**config.mk**
```make
export PLATFORM = sky130hd
export DESIGN_NAME = wdr_top
export DESIGN_NICKNAME = d
export VERILOG_FILES = /design/src/hw/wdr_pkg.sv /design/src/hw/wdr_top.sv
export SDC_FILE = /design/constraint.sdc
export NUM_CORES = 1
export LEC_CHECK = 0
export BUFFER_PORTS_ARGS = -buffer_cell sky130_fd_sc_hd__buf_2
export CORE_MARGIN = 4
export CORE_UTILIZATION = 51
export DETAILED_ROUTE_END_ITERATION = 6
export PLACE_DENSITY = 0.86
export RECOVER_POWER = 25
export SYNTH_ARGS = -nofsm -noshare
export SYNTH_HDL_FRONTEND = slang
export SYNTH_SLANG_ARGS = --single-unit
```
**constraint.sdc**
```tcl
create_clock -name pclk -period 4.3 [get_ports pclk]
set_input_delay 0.86 -clock pclk [delete_from_list [all_inputs] [get_ports pclk]]
set_output_delay 0.86 -clock pclk [all_outputs]
set_load 0.03 [all_outputs]
```
**src/hw/wdr_pkg.sv**
```systemverilog
// Purpose: Shared constants of the watchdog and reset generator.
// Assumes: 32-bit APB, one register per aligned word.
// Notes: Register offsets are byte addresses.
package wdr_pkg;
   // ----------------------------------------
   // Register map
   // ----------------------------------------
   localparam logic [7:0] OFS_CTRL_ONE = 8'h00;
   localparam logic [7:0] OFS_CTRL_TWO = 8'h04;
   localparam logic [7:0] OFS_STATUS = 8'h08;
   localparam logic [7:0] OFS_SYS_TWO = 8'h0c;
   // ----------------------------------------
   // Fields and codes
   // ----------------------------------------
   localparam int ONE_DSEL_LSB = 0;
   localparam int ONE_OSEL_BIT = 2;
   localparam int ONE_RUN_BIT = 3;
   localparam int ONE_SSEL_BIT = 4;
   localparam int SYS_FAST_BIT = 7;
   localparam int SYS_SLOW_BIT = 6;
   localparam logic [7:0] TWO_DISABLE_CODE = 8'hb1;
   localparam logic [7:0] TWO_CLEAR_CODE = 8'h4e;
   localparam logic [1:0] SYS_TWO_RST = 2'h3;
   localparam logic [1:0] DSEL_RST = 2'h0;
   localparam logic [15:0] BOOT_VECTOR = 16'hfffe;
   // ----------------------------------------
   // Timing
   // ----------------------------------------
   localparam int EXT_LOW_MCYC = 3;
   localparam int GEAR_PER_MCYC = 4;
   localparam int EXT_LOW_CYC = EXT_LOW_MCYC * GEAR_PER_MCYC;
   localparam logic [1:0] MODE_FAST_ONLY = 2'h0;
   localparam logic [1:0] MODE_DUAL = 2'h1;
   localparam logic [1:0] MODE_SLOW = 2'h2;
   typedef enum logic [1:0] {RG_IDLE, RG_DRIVE, RG_EXT} wdr_rg_t;
endpackage

```
**src/hw/wdr_top.sv**
```systemverilog
// Purpose: Watchdog timer with protected disable, and the reset generator.
// Assumes: pclk is the fast and gear clock; slow_tick marks one slow period.
// Notes: The shared reset pin is open drain and only ever pulled low.
// Overview of operation
// - Watchdog runs after every reset.
// - Uncleared overflow activates watchdog output.
// - Select one resets, select zero interrupts.
// - Output select writable once; reset default.
// - Counting pauses in stop, warm-up, idle.
// - Four detection times per clock mode; slow mode has two.
// - Run bit three enables watchdog.
// - Disable needs run clear, then code.
// - Disabling clears the whole counter.
// - Interrupt ignores enables, waits for return.
// - Watchdog reset drives pin fixed period.
// - Four reset sources; power-up pulse possible.
// - Reset clears core state, enables watchdog.
// - External low twelve gear clocks recognised.
// - Release on pin high, boot vector.
// - Fetch from RAM/registers causes reset.
// - Both oscillators off forces reset.
//
// Implementation choices: the placing of the registers and the APB slave port.
`timescale 1ns/1ps
`default_nettype none
module wdr_top
   import wdr_pkg::*;
#(
   parameter int FAST_EXP_MAX = 25,
   parameter int SLOW_EXP_MAX = 17,
   parameter int RST_EXP = 16
)
(
   input wire logic pclk, // Fast clock.
   input wire logic presetn, // Asynchronous reset, active low.
   input wire logic psel, // APB select.
   input wire logic penable, // APB enable.
   input wire logic pwrite, // APB direction.
   input wire logic [7:0] paddr, // APB byte address.
   input wire logic [31:0] pwdata, // APB write data.
   output logic [31:0] prdata, // APB read data.
   output logic pready, // APB ready.
   output logic pslverr, // APB error on unmapped address.
   input wire logic [1:0] run_mode, // Fast-only, dual or slow run.
   input wire logic slow_tick, // One pulse per slow clock period.
   input wire logic hold_count, // Stop, warm-up or idle in progress.
   input wire logic fetch_trap, // Fetch from RAM or register space.
   input wire logic irq_busy, // Watchdog or software handler active.
   input wire logic irq_ack, // Watchdog interrupt taken.
   input wire logic rst_pin_i, // Reset pin level.
   output logic rst_pin_o, // Reset pin drive value, always low.
   output logic rst_pin_oe, // High while pulling the pin low.
   output logic core_rst, // Clears core state while high.
   output logic boot_start, // Pulse: fetch vector after reset.
   output logic [15:0] boot_vector, // Vector address to fetch.
   output logic wdt_irq, // Watchdog interrupt request.
   output logic fast_osc_on, // Fast oscillator enable.
   output logic slow_osc_on // Slow oscillator enable.
);
   localparam int CW = FAST_EXP_MAX;
   localparam int RW = RST_EXP + 1;
   localparam logic [RW-1:0] RST_CYC = RW'(1) << RST_EXP;

   typedef struct packed {
      wdr_rg_t rg;
      logic en;
      logic run;
      logic osel;
      logic lock;
      logic [1:0] dsel;
      logic ssel;
      logic [1:0] sys;
      logic [CW-1:0] cnt;
      logic [RW-1:0] rcnt;
      logic [3:0] ecnt;
      logic [2:0] cause;
      logic pend;
      logic irq;
      logic boot;
      logic drv;
      logic crst;
      logic fosc;
      logic pready;
      logic pslverr;
      logic [31:0] prdata;
   } wdr_state_t;

   wdr_state_t st_r;
   wdr_state_t st_nxt;
   logic slow_src;
   logic tick;
   logic [4:0] exp;
   logic [CW:0] lim;
   logic ovf;
   logic wr;
   logic int_src;
   logic mapped;
   logic [CW+15:0] cnt_wide;

   // ----------------------------------------
   // Detection time and overflow
   // ----------------------------------------
   always_comb
   begin
      slow_src = (run_mode == MODE_SLOW) || (run_mode == MODE_DUAL && st_r.ssel);
      tick = slow_src ? slow_tick : 1'b1;
      if (run_mode == MODE_SLOW)
         exp = 5'(SLOW_EXP_MAX - 2 * int'(st_r.dsel[0]));
      else if (slow_src)
         exp = 5'(SLOW_EXP_MAX - 2 * int'(st_r.dsel));
      else
         exp = 5'(FAST_EXP_MAX - 2 * int'(st_r.dsel));
      lim = ((CW+1)'(1) << exp) - (CW+1)'(1);
      ovf = st_r.en && !hold_count && tick && ({1'b0, st_r.cnt} == lim);
      wr = psel && penable && st_r.pready && pwrite;
      mapped = paddr == OFS_CTRL_ONE || paddr == OFS_CTRL_TWO
         || paddr == OFS_STATUS || paddr == OFS_SYS_TWO;
      // Padded below so a narrow counter still yields sixteen status bits.
      cnt_wide = {st_r.cnt, 16'h0};
   end

   // ----------------------------------------
   // Next state
   // ----------------------------------------
   always_comb
   begin
      st_nxt = st_r;
      st_nxt.boot = 1'b0;
      // Access phase answers one cycle after setup, data registered.
      st_nxt.pready = psel && !penable && !st_r.pready;
      st_nxt.pslverr = psel && !penable && !mapped;
      if (psel && !penable)
      begin
         case (paddr)
            OFS_CTRL_ONE: st_nxt.prdata = {27'h0, st_r.ssel, st_r.run, st_r.osel, st_r.dsel};
            OFS_STATUS: st_nxt.prdata = {cnt_wide[CW+15 -: 16], 8'h0, st_r.cause,
               st_r.lock, st_r.pend, st_r.en, st_r.run, st_r.osel};
            OFS_SYS_TWO: st_nxt.prdata = {24'h0, st_r.sys, 6'h0};
            default: st_nxt.prdata = 32'h0;
         endcase
      end
      if (wr && paddr == OFS_CTRL_TWO && pwdata[7:0] == TWO_CLEAR_CODE)
         st_nxt.cnt = '0;
      else if (ovf)
         st_nxt.cnt = '0;
      else if (st_r.en && !hold_count && tick)
         st_nxt.cnt = st_r.cnt + CW'(1);
      if (wr && paddr == OFS_CTRL_ONE)
      begin
         st_nxt.dsel = pwdata[ONE_DSEL_LSB +: 2];
         st_nxt.ssel = pwdata[ONE_SSEL_BIT];
         st_nxt.run = pwdata[ONE_RUN_BIT];
         if (pwdata[ONE_RUN_BIT])
            st_nxt.en = 1'b1;
         if (!st_r.lock)
         begin
            st_nxt.osel = pwdata[ONE_OSEL_BIT];
            st_nxt.lock = 1'b1;
         end
      end
      if (wr && paddr == OFS_CTRL_TWO && pwdata[7:0] == TWO_DISABLE_CODE && !st_r.run)
      begin
         st_nxt.en = 1'b0;
         st_nxt.cnt = '0;
      end
      if (wr && paddr == OFS_SYS_TWO)
         st_nxt.sys = {pwdata[SYS_FAST_BIT], pwdata[SYS_SLOW_BIT]};
      if (ovf && !st_r.osel)
         st_nxt.pend = 1'b1;
      else if (irq_ack)
         st_nxt.pend = 1'b0;
      st_nxt.irq = st_nxt.pend && !irq_busy;
      int_src = (ovf && st_r.osel) || fetch_trap || st_r.sys == 2'h0;
      case (st_r.rg)
         RG_IDLE:
         begin
            st_nxt.ecnt = rst_pin_i ? 4'h0 : st_r.ecnt + 4'h1;
            if (int_src)
            begin
               st_nxt.rg = RG_DRIVE;
               st_nxt.rcnt = '0;
               st_nxt.cause = {fetch_trap, st_r.sys == 2'h0, ovf};
            end
            else if (!rst_pin_i && st_r.ecnt == 4'(EXT_LOW_CYC - 1))
            begin
               st_nxt.rg = RG_EXT;
               st_nxt.cause = 3'h0;
            end
         end
         RG_DRIVE:
         begin
            st_nxt.rcnt = st_r.rcnt + RW'(1);
            if (st_r.rcnt == RST_CYC - RW'(1))
            begin
               st_nxt.rg = RG_EXT;
               st_nxt.ecnt = 4'h0;
            end
         end
         RG_EXT:
         begin
            if (rst_pin_i)
            begin
               st_nxt.rg = RG_IDLE;
               st_nxt.boot = 1'b1;
               st_nxt.ecnt = 4'h0;
            end
         end
         default: st_nxt.rg = RG_IDLE;
      endcase
      if (st_r.rg != RG_IDLE)
      begin
         st_nxt.en = 1'b1;
         st_nxt.run = 1'b1;
         st_nxt.osel = 1'b1;
         st_nxt.lock = 1'b0;
         st_nxt.dsel = DSEL_RST;
         st_nxt.ssel = 1'b0;
         st_nxt.sys = SYS_TWO_RST;
         st_nxt.cnt = '0;
         st_nxt.pend = 1'b0;
         st_nxt.irq = 1'b0;
      end
      st_nxt.drv = st_nxt.rg == RG_DRIVE;
      st_nxt.crst = st_nxt.rg != RG_IDLE;
      st_nxt.fosc = st_nxt.sys[1] || st_nxt.rg == RG_DRIVE;
   end

   // ----------------------------------------
   // State register
   // ----------------------------------------
   always_ff @(posedge pclk or negedge presetn)
   begin
      if (!presetn)
      begin
         st_r <= '0;
         // Internal sources start uninitialised, so power-up gives one pulse.
         st_r.rg <= RG_DRIVE;
         st_r.en <= 1'b1;
         st_r.run <= 1'b1;
         st_r.osel <= 1'b1;
         st_r.sys <= SYS_TWO_RST;
         st_r.drv <= 1'b1;
         st_r.crst <= 1'b1;
         st_r.fosc <= 1'b1;
      end
      else
         st_r <= st_nxt;
   end

   assign prdata = st_r.prdata;
   assign pready = st_r.pready;
   assign pslverr = st_r.pslverr;
   assign rst_pin_o = 1'b0;
   assign rst_pin_oe = st_r.drv;
   assign core_rst = st_r.crst;
   assign boot_start = st_r.boot;
   assign boot_vector = BOOT_VECTOR;
   assign wdt_irq = st_r.irq;
   assign fast_osc_on = st_r.fosc;
   assign slow_osc_on = st_r.sys[0];
endmodule // wdr_top
`default_nettype wire

```
==> metrics.txt <==
Initial DRC Count about 380; status complete, but fails checks; clock net sink count slightly above 90; H-tree Lvls 3; GPL Wtd Cong around 0.89; Worst path top cell family by delay simple AND/OR/NAND/NOR gates; mean post-synth cell area 8.97 µm²; Max rail drop VDD around 220 µV; post-synthesis cell area 0.00586 mm²; GRT Overall Usage about a fifth; Hold WC Path Type flip-flop to flip-flop; synth warn 0; P_leak between 2 and 3 nW; overflow left after global routing 0; reg2reg start st_r[92]$_DFFE_PN0P_; clock latency on the worst-skew pair 0.35 ns; Die Span X between 100 and 150 µm; Chip Height roughly 120 µm; die area 0.0133 mm²; CP endpoint st_r[49]$_DFFE_PN0P_; total routed wirelength roughly 14 mm; RSZ-0062 raised after global routing false; dpl hpwl around 9.6 mm; setup TNS 0 ns; Hold Fails Final Rpt 0; failing checks max-capacitance violations, max-slew violations; antenna violations before repair 0; element type at the critical path end flip-flop; crit path launch run_mode[0]; share of cells above drive strength 1 ~22%; Setup-failing EPs final 0; required time worst endpoint around 4.5 ns; r2r setup slk ~0.34 ns; Longest Clk Path Bufs 2; Seq/Total Area, Yosys 39.5%; dominant synthesized flop cell dfrtp_1; Yosys top cell by area dfrtp_1; Cells after Synth about 650; vias per cell around 6; fin nets 750; reg2reg end st_r[49]$_DFFE_PN0P_; HP Start pready$_DFF_PN0_; CTS tree built; n_diodes 0; Yosys top cell area share around 35%; Core ar. 0.0110 mm²; routed len/inst 16.6 µm; vias in the first global route approximately 4900; crit path time final about 4 ns; Power Density 380 mW/mm²; Worst path slowest cell nor4_4; # DRC 0; drt pass-1 iters 5; largest net degree at the start of global routing between 70 and 80; Root Driver clkbuf_16; asr flop ratio synth 100%; Yosys cell types 72; pins over their slew limit 75; Top Ports 110; Seq cells post-synth roughly 90; Buf/Inv on CP 1; maximum clock rate 245 MHz; fin crit share a little over nine tenths; slew margin rel. -25.0%; Area contributors post-synth dfrtp_1 35%, buf_4 6.7%, nand2_1 4.1%; row cnt 38; final antenna-violating net count 0; Area Growth Syn to Fin 11.0%; CTS Buf Count 9; Setup Skew between 0.007 and 0.008 ns; critical-path cell list buf_2, nand2b_1, nand2_2, ha_4, nand2b_4, or3_1, ha_2, xor2_1, o2111ai_1, a221oi_2, o2111ai_2, nor4_4, a21oi_4, or2_1, a221o_1; Initial Util between 50% and 60%; hold path depth 1; Port Buffer Count 60; global-route wire length before repair approximately 23 mm; crit path launch type input pin; critical path arrival roughly 4.3 ns; clk slew on worst S/H paths 0.07 ns; Post-synth EDFFs 0; fin util around 60%; cell count of the worst reg-to-reg path 15; Tightest Pin Transition around 1.9 ns; routed via count 4978; critical path depth 15; crit-path max FO 24; Crit Path Class input pin to flip-flop; crit-path max cell delay ~0.4 ns; MaxCap Viol Count 1
-- sequential cells by signal (all words and copies together) (netlist names) --
signal and flops:
rst_pin_oe 1, wdt_irq 1, pready 1, core_rst 1, boot_start 1, st_r 35
fast_osc_on 1, prdata 24, slow_osc_on 1, pslverr 1, cnt_wide 25
-- stage by stage --
stage               instances  setup slack, ns  instance area, µm²  hold slack [ns]  power [mW]
floorplan                 677          0.00537                6030            0.450        1.44
global placement          812           -0.192                6110            0.433        1.55
detailed placement        812           -0.337                6110            0.447        1.59
CTS                       828           0.0215                6440            0.456        2.48
global route              830          0.00569                6510            0.492        2.58
finish                    830            0.225                6510            0.450        2.47
-- routing by layer --
layer	global-route usage, %	wire, µm	up-vias
met5	0	0	-
met3	2.42	749	29
met4	8.84	308	0
li1	-	-	2339
met2	36.3	6950	174
met1	27.1	5770	2436
-- synthesized netlist by cell type, types with 3 or more instances --
master     instances
buf_4             52
ha_1              12
nand2_1           64
and3_1             9
o211ai_1           3
o22ai_1            4
nor3b_1            6
dfrtp_1           83
nor2_1            39
nor3_1            20
a22o_1            18
nand3b_1           4
nand3_1           24
a21oi_1           17
nand2b_1          12
xnor2_1            8
nand4_1            8
or4_4              9
dfstp_2            9
inv_1             22
nor4_1             8
and2_1             4
or2_2              5
a21oi_2            9
xor2_1             7
o21ai_0           45
a22oi_1            3
a211o_1            3
a21o_1            18
nor2b_1            8
o31ai_1           13
clkbuf_1          25
or3_1             10
mux2i_1           16
o2111ai_1          3
buf_2              9
-- how the worst min path moves through the flow --
stage,endpoint,slack (ns)
2_1_floorplan,st_r[63]$_DFFE_PN0P_,0.45
3_3_place_gp,pready$_DFF_PN0_,0.43
3_5_place_dp,pready$_DFF_PN0_,0.45
4_1_cts,pready$_DFF_PN0_,0.46
5_1_grt,pready$_DFF_PN0_,0.49
6_report,pready$_DFF_PN0_,0.45
-- layout by cell type, fill, tap and decap left out, types with 11 or more instances in the layout --
cell	synthesis	layout
mux2i_1	16	16
a22o_1	18	18
buf_4	52	24
nand2_1	64	63
inv_1	22	21
nand3_1	24	24
conb_1	2	25
o31ai_1	13	11
o21ai_0	45	45
a21oi_1	17	16
nor3_1	20	20
a21o_1	18	18
nor2_1	39	39
buf_2	9	59
dfrtp_1	83	83
nand2b_1	12	11
-- cell type report --
class | count | area [µm²]
multi-input combinational | 473 | 3090
tap | 140 | 175
inverter | 23 | 86.3
sequential | 92 | 2310
timing repair buffer | 86 | 512
fill | 900 | 4520
clock inverter | 7 | 108
clock buffer | 9 | 225
-- power by group --
group	switching [mW]	total [mW]	internal, mW
clock network	0.358	0.879	0.520
registers	0.0658	1.01	0.941
logic	0.397	0.588	0.191
-- logic make-up (layout without fill, tap and decap cells) --
kind of cell,after synthesis,count (layout),synth area share (%)
and+or+nand+nor,244,244,22.4
AOI/OAI and AO/OA,159,159,19.3
buffers and inverters,112,125,10.8
DFF,92,92,39.5
muxes,18,18,3.12
xor gates and xnor gates,15,15,2.24
adders and majority gates,12,12,2.56
other,2,25,0.128
-- repair_timing --
item | CTS | global route
endpoints found under the hold margin | 0 | 0
setup endpoints to repair | 0 | 40
setup buffers | 0 | 2
hold buffers | 0 | 0
resized for setup | 0 | 7
No activity file was read; power rests on OpenSTA's default activity.
